[config.mk]
export PLATFORM = sky130hd
export DESIGN_NAME = pmbus_access_guard
export DESIGN_NICKNAME = d
export VERILOG_FILES = /design/src/access_guard_pkg.sv /design/src/pmbus_access_guard.sv
export SDC_FILE = /design/constraint.sdc
export NUM_CORES = 1
export LEC_CHECK = 0
export ABC_AREA = 1
export BUFFER_PORTS_ARGS = -buffer_cell sky130_fd_sc_hd__buf_4
export CORE_ASPECT_RATIO = 1.2
export CORE_MARGIN = 10
export CORE_UTILIZATION = 45
export CTS_CLUSTER_DIAMETER = 80
export DETAILED_ROUTE_END_ITERATION = 10
export PLACE_DENSITY_LB_ADDON = 0.08
export SLEW_MARGIN = 20
export SYNTH_ARGS = -nofsm -noshare
export SYNTH_HDL_FRONTEND = slang
export SYNTH_SLANG_ARGS = --single-unit
[constraint.sdc]
create_clock -name clk_in -period 2.2 [get_ports clk_in]
set_input_delay 0.33 -clock clk_in [delete_from_list [all_inputs] [get_ports clk_in]]
set_output_delay 0.33 -clock clk_in [all_outputs]
set_load 0.01 [all_outputs]
[src/access_guard_pkg.sv]
/*
  Shared constants and carriers for the PMBus access guard:
  command codes, write-protect levels, lock-key status codes, request/answer structs.
  Assumes the PMBus protocol engine frames transactions and presents them as requests.
*/
package access_guard_pkg;

  // command codes seen by the guard
  localparam logic [7:0] CMD_OPERATION = 8'h01;
  localparam logic [7:0] CMD_ON_OFF_CONFIG = 8'h02;
  localparam logic [7:0] CMD_INDIRECT_PHASE_READ = 8'h0A;
  localparam logic [7:0] CMD_NVM_LOCK_KEY = 8'h0E;
  localparam logic [7:0] CMD_WRITE_GUARD_LEVEL = 8'h10;
  localparam logic [7:0] CMD_STORE_USER = 8'h15;
  localparam logic [7:0] CMD_RESTORE_USER = 8'h16;
  localparam logic [7:0] CMD_VOUT_COMMAND = 8'h21;
  // value arbitrary; set to the extended guard's real code at integration
  localparam logic [7:0] CMD_EXTENDED_WRITE_GUARD = 8'hF0;

  // indirect read field layout
  localparam int TGT_CMD_LSB = 16;
  localparam int TGT_PHASE_LSB = 8;
  localparam int TGT_PAGE_LSB = 0;
  localparam logic [7:0] PAGE_ZERO = 8'h00;
  localparam logic [7:0] ALL_SEL = 8'hFF;
  localparam logic [23:0] INDIRECT_RESET = 24'h000000;

  // write guard levels
  localparam logic [7:0] WG_OPEN = 8'h00;
  localparam logic [7:0] WG_CTRL = 8'h20;
  localparam logic [7:0] WG_OP = 8'h40;
  localparam logic [7:0] WG_STORE = 8'h80;
  localparam logic [7:0] WG_VOUT_HARD = 8'h02;
  localparam logic [7:0] WG_ALL_HARD = 8'h03;

  // lock key
  localparam logic [31:0] KEY_ZERO = 32'h00000000;
  localparam logic [1:0] ATTEMPT_LIMIT = 2'h3;
  localparam logic [7:0] KEY_STAT_0 = 8'h10;
  localparam logic [7:0] KEY_STAT_1 = 8'h11;
  localparam logic [7:0] KEY_STAT_2 = 8'h12;
  localparam logic [7:0] KEY_STAT_MAX = 8'h1F;
  localparam logic [2:0] KEY_READ_BYTES = 3'h3;
  localparam int NVM_STORE_LOCK_BIT = 0;

  typedef enum logic [1:0]
  {
    KIND_WRITE = 2'b00,
    KIND_READ = 2'b01,
    KIND_CALL = 2'b10,
    KIND_SEND = 2'b11
  } req_kind_e;

  typedef struct packed
  {
    req_kind_e kind;
    logic [7:0] code;
    logic [3:0] count;
    logic [31:0] data;
  } req_s;

  typedef struct packed
  {
    logic ack;
    logic [2:0] count;
    logic [31:0] data;
  } resp_s;

endpackage

[src/pmbus_access_guard.sv]
/*
  Command-level access guard: indirect phased read, lock key with attempt counter,
  write guard level. Requests arrive from the PMBus engine on the link side with a
  toggle; request data is held stable from the toggle until the answer toggle returns.
*/
`timescale 1ns/100ps
module pmbus_access_guard
  import access_guard_pkg::*;
(
  input wire logic clk_in,
  input wire logic rstn_in,
  input wire logic req_toggle_in,
  input wire req_s req_in,
  input wire logic [1:0] stack_position_in,
  input wire logic primary_in,
  input wire logic [31:0] nvm_key_in,
  input wire logic [7:0] nvm_guard_level_in,
  input wire logic [7:0] extended_write_guard_in,
  input wire logic [31:0] target_data_in,
  input wire logic [2:0] target_count_in,
  input wire logic target_valid_in,
  output logic resp_toggle_out,
  output resp_s resp_out,
  output logic target_read_out,
  output logic [7:0] target_command_code_out,
  output logic [7:0] target_phase_number_out,
  output logic [7:0] target_page_number_out,
  output logic write_pass_out,
  output logic store_go_out,
  output logic [31:0] key_to_store_out,
  output logic [7:0] write_guard_level_out,
  output logic invalid_command_out,
  output logic invalid_data_out,
  output logic alert_out
);

  typedef enum logic [1:0]
  {
    ST_IDLE = 2'b00,
    ST_EXEC = 2'b01,
    ST_TARGET = 2'b10,
    ST_ANSWER = 2'b11
  } state_e;

  state_e state_reg;
  logic tog_meta_reg, tog_sync_reg, tog_seen_reg;
  req_s cur_reg;
  resp_s resp_reg;
  logic resp_toggle_reg;
  logic [31:0] key_reg, active_key_reg;
  logic key_written_reg, unlocked_reg, boot_reg;
  logic [1:0] attempt_reg;
  logic [7:0] level_reg;
  logic [23:0] indirect_reg;
  logic tgt_read_reg, pass_reg, store_reg, ivc_reg, ivd_reg;

  logic new_req, locked, page_ok, phase_ok, key_match;
  logic [7:0] req_page, req_phase;

  // allowed write targets per guard level; unlisted levels (WG_ALL_HARD) allow no write
  function automatic logic level_allows(input logic [7:0] lvl, input logic [7:0] code);
    logic guard_or_store;
    guard_or_store = (code == CMD_WRITE_GUARD_LEVEL) || (code == CMD_STORE_USER);
    unique case (lvl)
      WG_OPEN: level_allows = 1'b1;
      WG_CTRL: level_allows = guard_or_store || code == CMD_OPERATION
                              || code == CMD_ON_OFF_CONFIG || code == CMD_VOUT_COMMAND;
      WG_OP: level_allows = guard_or_store || code == CMD_OPERATION;
      WG_STORE: level_allows = guard_or_store;
      WG_VOUT_HARD: level_allows = (code == CMD_VOUT_COMMAND);
      default: level_allows = 1'b0;
    endcase
  endfunction

  function automatic logic level_valid(input logic [7:0] lvl);
    level_valid = lvl == WG_OPEN || lvl == WG_CTRL || lvl == WG_OP || lvl == WG_STORE
                  || lvl == WG_VOUT_HARD || lvl == WG_ALL_HARD;
  endfunction

  function automatic logic tgt_read_next();
    tgt_read_next = cur_reg.kind == KIND_CALL && cur_reg.code == CMD_INDIRECT_PHASE_READ
                    && page_ok && phase_ok;
  endfunction

  // the link side holds req_in steady while its toggle is unanswered
  always_ff @(posedge clk_in or negedge rstn_in)
  begin
    if (!rstn_in)
    begin
      tog_meta_reg <= 1'b0;
      tog_sync_reg <= 1'b0;
      tog_seen_reg <= 1'b0;
    end
    else
    begin
      tog_meta_reg <= req_toggle_in;
      tog_sync_reg <= tog_meta_reg;
      if (state_reg == ST_IDLE)
        tog_seen_reg <= tog_sync_reg;
    end
  end

  assign new_req = (state_reg == ST_IDLE) && (tog_sync_reg != tog_seen_reg);
  assign req_page = cur_reg.data[TGT_PAGE_LSB +: 8];
  assign req_phase = cur_reg.data[TGT_PHASE_LSB +: 8];
  assign page_ok = (req_page == PAGE_ZERO) || (req_page == ALL_SEL);
  assign phase_ok = (req_phase == {6'h00, stack_position_in}) || (req_phase == ALL_SEL);
  assign locked = (active_key_reg != KEY_ZERO) && !unlocked_reg;
  assign key_match = (cur_reg.data == active_key_reg);

  always_ff @(posedge clk_in or negedge rstn_in)
  begin
    if (!rstn_in)
      state_reg <= ST_IDLE;
    else
    begin
      unique case (state_reg)
        ST_IDLE: state_reg <= new_req ? ST_EXEC : ST_IDLE;
        ST_EXEC: state_reg <= tgt_read_next() ? ST_TARGET : ST_ANSWER;
        ST_TARGET: state_reg <= target_valid_in ? ST_ANSWER : ST_TARGET;
        ST_ANSWER: state_reg <= ST_IDLE;
      endcase
    end
  end

  always_ff @(posedge clk_in or negedge rstn_in)
  begin
    if (!rstn_in)
      cur_reg <= '0;
    else if (new_req)
      cur_reg <= req_in;
  end

  // indirect read: forwards selections without writing the live page/phase
  always_ff @(posedge clk_in or negedge rstn_in)
  begin
    if (!rstn_in)
    begin
      indirect_reg <= INDIRECT_RESET;
      tgt_read_reg <= 1'b0;
      ivc_reg <= 1'b0;
    end
    else
    begin
      tgt_read_reg <= 1'b0;
      ivc_reg <= 1'b0;
      if (state_reg == ST_EXEC && cur_reg.kind == KIND_CALL
          && cur_reg.code == CMD_INDIRECT_PHASE_READ)
      begin
        indirect_reg <= cur_reg.data[23:0];
        tgt_read_reg <= page_ok && phase_ok;
        ivc_reg <= !(page_ok && phase_ok) && primary_in;
      end
    end
  end

  // lock key; boot_reg loads the active key once after reset release
  always_ff @(posedge clk_in or negedge rstn_in)
  begin
    if (!rstn_in)
    begin
      key_reg <= KEY_ZERO;
      active_key_reg <= KEY_ZERO;
      key_written_reg <= 1'b0;
      unlocked_reg <= 1'b0;
      attempt_reg <= 2'h0;
      boot_reg <= 1'b1;
    end
    else
    begin
      boot_reg <= 1'b0;
      if (boot_reg || (state_reg == ST_EXEC && cur_reg.kind == KIND_SEND
                       && cur_reg.code == CMD_RESTORE_USER))
      begin
        active_key_reg <= nvm_key_in;
        key_reg <= nvm_key_in;
        key_written_reg <= (nvm_key_in != KEY_ZERO);
        unlocked_reg <= 1'b0;
      end
      else if (state_reg == ST_EXEC && cur_reg.kind == KIND_WRITE
               && cur_reg.code == CMD_NVM_LOCK_KEY && attempt_reg != ATTEMPT_LIMIT)
      begin
        if (!locked)
        begin
          key_reg <= cur_reg.data;
          key_written_reg <= 1'b1;
        end
        else if (key_match)
        begin
          unlocked_reg <= 1'b1;
          attempt_reg <= 2'h0;
        end
        else
          attempt_reg <= attempt_reg + 2'h1;
      end
    end
  end

  // write guard level: loaded from store at boot, hard levels stick until rstn_in reset
  always_ff @(posedge clk_in or negedge rstn_in)
  begin
    if (!rstn_in)
      level_reg <= WG_OPEN;
    else if (boot_reg)
      level_reg <= level_valid(nvm_guard_level_in) ? nvm_guard_level_in : WG_OPEN;
    else if (state_reg == ST_EXEC && cur_reg.kind == KIND_WRITE
             && cur_reg.code == CMD_WRITE_GUARD_LEVEL
             && level_allows(level_reg, CMD_WRITE_GUARD_LEVEL)
             && level_valid(cur_reg.data[7:0]))
      level_reg <= cur_reg.data[7:0];
  end

  // write decisions and answer
  always_ff @(posedge clk_in or negedge rstn_in)
  begin
    if (!rstn_in)
    begin
      pass_reg <= 1'b0;
      store_reg <= 1'b0;
      ivd_reg <= 1'b0;
      resp_reg <= '0;
      resp_toggle_reg <= 1'b0;
    end
    else
    begin
      pass_reg <= 1'b0;
      store_reg <= 1'b0;
      ivd_reg <= 1'b0;
      if (state_reg == ST_EXEC)
      begin
        resp_reg <= '{ack: 1'b1, count: 3'h1, data: KEY_ZERO};
        if (cur_reg.kind == KIND_READ)
        begin
          if (cur_reg.code == CMD_NVM_LOCK_KEY)
          begin
            resp_reg.count <= KEY_READ_BYTES;
            if (!locked)
              resp_reg.data <= key_written_reg ? {8'h00, key_reg[23:0]} : KEY_ZERO;
            else
              resp_reg.data <= {24'h000000, attempt_reg == 2'h0 ? KEY_STAT_0 :
                                attempt_reg == 2'h1 ? KEY_STAT_1 :
                                attempt_reg == 2'h2 ? KEY_STAT_2 : KEY_STAT_MAX};
          end
          else if (cur_reg.code == CMD_WRITE_GUARD_LEVEL)
            resp_reg.data <= {24'h000000, level_reg};
        end
        else if (cur_reg.kind == KIND_CALL)
          resp_reg.ack <= tgt_read_next();
        else if (cur_reg.code == CMD_NVM_LOCK_KEY)
        begin
          // byte count is not checked: short and long writes are acknowledged
          resp_reg.ack <= (attempt_reg != ATTEMPT_LIMIT);
          ivd_reg <= (attempt_reg == ATTEMPT_LIMIT);
        end
        else if (cur_reg.code == CMD_EXTENDED_WRITE_GUARD
                 && (locked || !level_allows(level_reg, cur_reg.code)))
        begin
          resp_reg.ack <= 1'b0;
          ivd_reg <= 1'b1;
        end
        else if (cur_reg.code == CMD_STORE_USER)
        begin
          if ((locked && extended_write_guard_in[NVM_STORE_LOCK_BIT])
              || !level_allows(level_reg, cur_reg.code))
          begin
            resp_reg.ack <= 1'b0;
            ivd_reg <= 1'b1;
          end
          else
            store_reg <= 1'b1;
        end
        else if (cur_reg.code == CMD_WRITE_GUARD_LEVEL && !level_valid(cur_reg.data[7:0]))
        begin
          resp_reg.ack <= 1'b0;
          ivd_reg <= 1'b1;
        end
        else if (level_allows(level_reg, cur_reg.code))
          pass_reg <= (cur_reg.code != CMD_WRITE_GUARD_LEVEL) && (cur_reg.code != CMD_RESTORE_USER);
        else
        begin
          resp_reg.ack <= 1'b0;
          ivd_reg <= 1'b1;
        end
      end
      else if (state_reg == ST_TARGET && target_valid_in)
      begin
        resp_reg.data <= target_data_in;
        resp_reg.count <= target_count_in;
      end
      if (state_reg == ST_ANSWER)
        resp_toggle_reg <= ~resp_toggle_reg;
    end
  end

  assign resp_toggle_out = resp_toggle_reg;
  assign resp_out = resp_reg;
  assign target_read_out = tgt_read_reg;
  assign target_command_code_out = indirect_reg[TGT_CMD_LSB +: 8];
  assign target_phase_number_out = indirect_reg[TGT_PHASE_LSB +: 8];
  assign target_page_number_out = indirect_reg[TGT_PAGE_LSB +: 8];
  assign write_pass_out = pass_reg;
  assign store_go_out = store_reg;
  assign key_to_store_out = key_reg;
  assign write_guard_level_out = level_reg;
  assign invalid_command_out = ivc_reg;
  assign invalid_data_out = ivd_reg;
  assign alert_out = ivc_reg | ivd_reg;

  a_bad_page_flag: assert property (@(posedge clk_in) disable iff (!rstn_in)
    state_reg == ST_EXEC && cur_reg.kind == KIND_CALL && cur_reg.code == CMD_INDIRECT_PHASE_READ
    && !page_ok && primary_in |=> invalid_command_out && alert_out && !target_read_out)
    else $error("bad page not flagged");
  a_phase_check: assert property (@(posedge clk_in) disable iff (!rstn_in)
    target_read_out |-> (target_phase_number_out == ALL_SEL
    || target_phase_number_out == {6'h00, stack_position_in}))
    else $error("target read with foreign phase");
  a_page_accept: assert property (@(posedge clk_in) disable iff (!rstn_in)
    target_read_out |-> (target_page_number_out == PAGE_ZERO
    || target_page_number_out == ALL_SEL))
    else $error("target read with bad page");
  a_key_read_zero: assert property (@(posedge clk_in) disable iff (!rstn_in)
    state_reg == ST_EXEC && cur_reg.kind == KIND_READ && cur_reg.code == CMD_NVM_LOCK_KEY
    && !locked && !key_written_reg |=> resp_out.data == KEY_ZERO && resp_out.count == 3'h3)
    else $error("unwritten key not read as zero");
  a_key_status_max: assert property (@(posedge clk_in) disable iff (!rstn_in)
    state_reg == ST_EXEC && cur_reg.kind == KIND_READ && cur_reg.code == CMD_NVM_LOCK_KEY
    && locked && attempt_reg == 2'h3 |=> resp_out.data[7:0] == 8'h1F)
    else $error("locked status code wrong");
  a_attempt_refuse: assert property (@(posedge clk_in) disable iff (!rstn_in)
    state_reg == ST_EXEC && cur_reg.kind == KIND_WRITE && cur_reg.code == CMD_NVM_LOCK_KEY
    && attempt_reg == 2'h3 |=> !resp_out.ack && invalid_data_out && $stable(key_reg))
    else $error("key write after limit accepted");
  a_attempt_count: assert property (@(posedge clk_in) disable iff (!rstn_in)
    state_reg == ST_EXEC && cur_reg.kind == KIND_WRITE && cur_reg.code == CMD_NVM_LOCK_KEY
    && locked && !key_match && attempt_reg != 2'h3 |=> attempt_reg == $past(attempt_reg) + 2'h1)
    else $error("attempt counter not bumped");
  a_store_locked: assert property (@(posedge clk_in) disable iff (!rstn_in)
    locked && extended_write_guard_in[0] && state_reg == ST_EXEC && cur_reg.code == CMD_STORE_USER
    |=> !store_go_out && invalid_data_out)
    else $error("store passed under lock");
  a_hard_level_holds: assert property (@(posedge clk_in) disable iff (!rstn_in)
    level_reg == WG_ALL_HARD && !boot_reg |=> level_reg == WG_ALL_HARD && !write_pass_out)
    else $error("hard write guard released");

endmodule // pmbus_access_guard

==> impl_metrics.json <==
{
  "cts_made_buffers": 17,
  "fmax_ghz": 0.504,
  "cp-startpoint": "cur_reg[36]",
  "fin_worst_skew_ns": 0.0118,
  "r2r_slack_ns": 0.22,
  "port_buffers": 231,
  "synth.ff_latch_count": 190,
  "synth_ff_type": "dfrtp_1",
  "postRouteWirelength_um": 27400,
  "antenna_found_initial": 1,
  "cts_tree": "built",
  "wl_per_cell_um": 17.4,
  "rr_endpoint": "key_to_store_out[0]",
  "layout_commonest_cell": "buf_4",
  "cts_setup_buffers": 0,
  "synth-edff-count": 0,
  "final_nets": 1444,
  "hold_violations": 0,
  "maxCapViolCount": 0,
  "ys_types": 41,
  "first_iter_violations": 357,
  "setup_viol": 0,
  "syn_inst": 1055,
  "num_vias": 8073,
  "async_reset_ff_frac": 1.00,
  "diodes": 0,
  "synth.avg_cell_area_um2": 8.61,
  "worst-r2r-cell-count": 9,
  "fillCellCount": 1814,
  "clockBufferDepth": 2,
  "most-common-layout-cells": "252 x buf_4, 221 x nand2_1, 189 x dfrtp_1",
  "cp.arrival_ns": 2.28,
  "clock_latency_ns": 0.44,
  "ys_seq_area_frac": 0.523,
  "finalCriticalPeriod_ns": 1.98,
  "syn_area_um2": 9080,
  "crit_end": "key_to_store_out[0]",
  "instances_no_fill": 1573,
  "period_share": 0.901,
  "grt_pass1_wl_um": 43500,
  "core_area_um2": 19700,
  "largest_register_ffs": 42,
  "fin_tns_setup_ns": 0,
  "root_buffer": "clkbuf_16",
  "ant_nets": 0,
  "hpwl_um": 20900,
  "die_area_um2": 26300,
  "ioPinCount": 243,
  "ys_warn_count": 0,
  "dpl.cell_count": 1539,
  "irDropWorstVdd_mv": 0.557,
  "drive_above_1_share": 0.274,
  "grt_pass1_vias": 8259,
  "grt_max_degree": 65,
  "reg2reg_from": "cur_reg[36]",
  "powerDensity_nw_per_um2": 1060,
  "clock_sink_count": 190,
  "rsz0062_at_grt": "false",
  "worstSetupPathType": "flop to flop",
  "rows": 56,
  "globalplace.congestion": 0.884,
  "die_w_um": 150,
  "cp_max_fo": 16,
  "slew_violations": 0,
  "clkSlewWorstSetupHoldPaths_ns": 0.07,
  "die_h_um": 176,
  "critPathLaunchType": "flop",
  "hold_class": "input pin to flop",
  "drc_errors": 0,
  "overflow": 0,
  "area_delta_synth_final_pct": 30.9,
  "outcome": "complete, no violations",
  "maxSlewHeadroom": 0.570,
  "htree_levels": 4,
  "first_pass_iters": 8,
  "grt_usage": 0.208,
  "via_per_inst": 5.13,
  "worstSetupEndpointType": "flop",
  "tightestPinTransition_ns": 0.643,
  "start_util": 0.461,
  "crit_required_ns": 2.50,
  "synth_fp_nets": 1200,
  "holdWs_ns": 0.112,
  "p_leak_nw": 5.92
}
==> worst max-delay path: stages, from the launching register on <==
cell      delay (ns)
dfrtp_1         0.41
inv_2           0.08
nand2_2         0.10
nor4_4          0.35
nand4_2         0.27
nand2_4         0.19
nor2_4          0.06
nand2_4         0.08
buf_12          0.18
o221ai_1        0.12
==> timing repair <==
item,4_1_cts,5_1_grt
hold endpoints to repair,49,0
hold buffers,2,0
endpoints found under the setup margin,0,6
gates resized for setup,0,4
==> how the worst min path moves through the flow <==
stage	from	end	slack, ns	cells after the start
finish	target_data_in[26]	resp_out[26]	0.11	3
global placement	rstn_in	write_guard_level_out[5]	0.32	1
global route	target_data_in[26]	resp_out[26]	0.1	3
floorplan	rstn_in	active_key_reg[0]	0.03	0
detailed placement	rstn_in	write_guard_level_out[5]	0.32	1
CTS	target_count_in[0]	resp_out[32]	0.1	3
==> report_power, final <==
| part | internal, mW | switching [mW] | total [mW] |
|---|---|---|---|
| registers | 4.41 | 0.665 | 5.08 |
| clock network | 1.49 | 1.48 | 2.97 |
| logic | 1.82 | 2.71 | 4.53 |
==> cell families (layout without fill, tap and decap cells) <==
family                   count (synthesis)  after routing  share of synthesized area
AO/OA/AOI/OAI                          218            218                      0.157
XOR/XNOR                                13             13                     0.0125
adder cells (fa/ha/maj)                  9              9                     0.0124
buffers and inverters                  177            434                     0.0797
flip-flops                             190            190                      0.523
other                                    1              1                   0.000413
AND/OR/NAND/NOR                        447            447                      0.215
==> cells in the mapped netlist (12+ instances only) <==
| library cell | instances | share of area |
|---|---|---|
| a21oi_1 | 77 | 0.042 |
| clkbuf_1 | 22 | 0.0091 |
| dfrtp_1 | 189 | 0.52 |
| inv_1 | 125 | 0.052 |
| nand2_1 | 222 | 0.092 |
| nand3_1 | 35 | 0.019 |
| nand4_1 | 21 | 0.014 |
| nor2_1 | 119 | 0.049 |
| nor3_1 | 16 | 0.0088 |
| nor4_1 | 12 | 0.0083 |
| o21ai_0 | 93 | 0.051 |
| o221ai_2 | 30 | 0.050 |
==> stage by stage <==
step | cell area, µm² | setup WS (ns) | power (mW) | util
detailed placement | 11300 | 0.215 | 9.72 | 0.574
CTS | 11900 | 0.180 | 12.7 | 0.604
global route | 11900 | 0.0202 | 13.5 | 0.604
floorplan | 9080 | 0.376 | 7.65 | -
global placement | 11300 | 0.225 | 9.65 | 0.574
finish | 11900 | 0.218 | 12.6 | 0.604
==> area by class of cell <==
type | instances | area (µm²) | area share
clock inverters | 14 | 133 | 0.0111
well taps | 261 | 327 | 0.0275
repair buffers | 264 | 2110 | 0.177
multi-input cells | 688 | 3630 | 0.305
clock buffers | 18 | 429 | 0.0361
inverters | 138 | 518 | 0.0435
flip-flops and latches | 190 | 4760 | 0.400
==> routing by layer <==
layer | global-route usage | vias to the layer above | wire, µm
met3 | 0.0759 | 29 | 2410
met2 | 0.350 | 244 | 13600
met1 | 0.244 | 3861 | 10900
li1 | - | 3937 | -
met4 | 0.0580 | 2 | 407
met5 | 0 | - | 20
No activity file was read; power rests on OpenSTA's default activity.
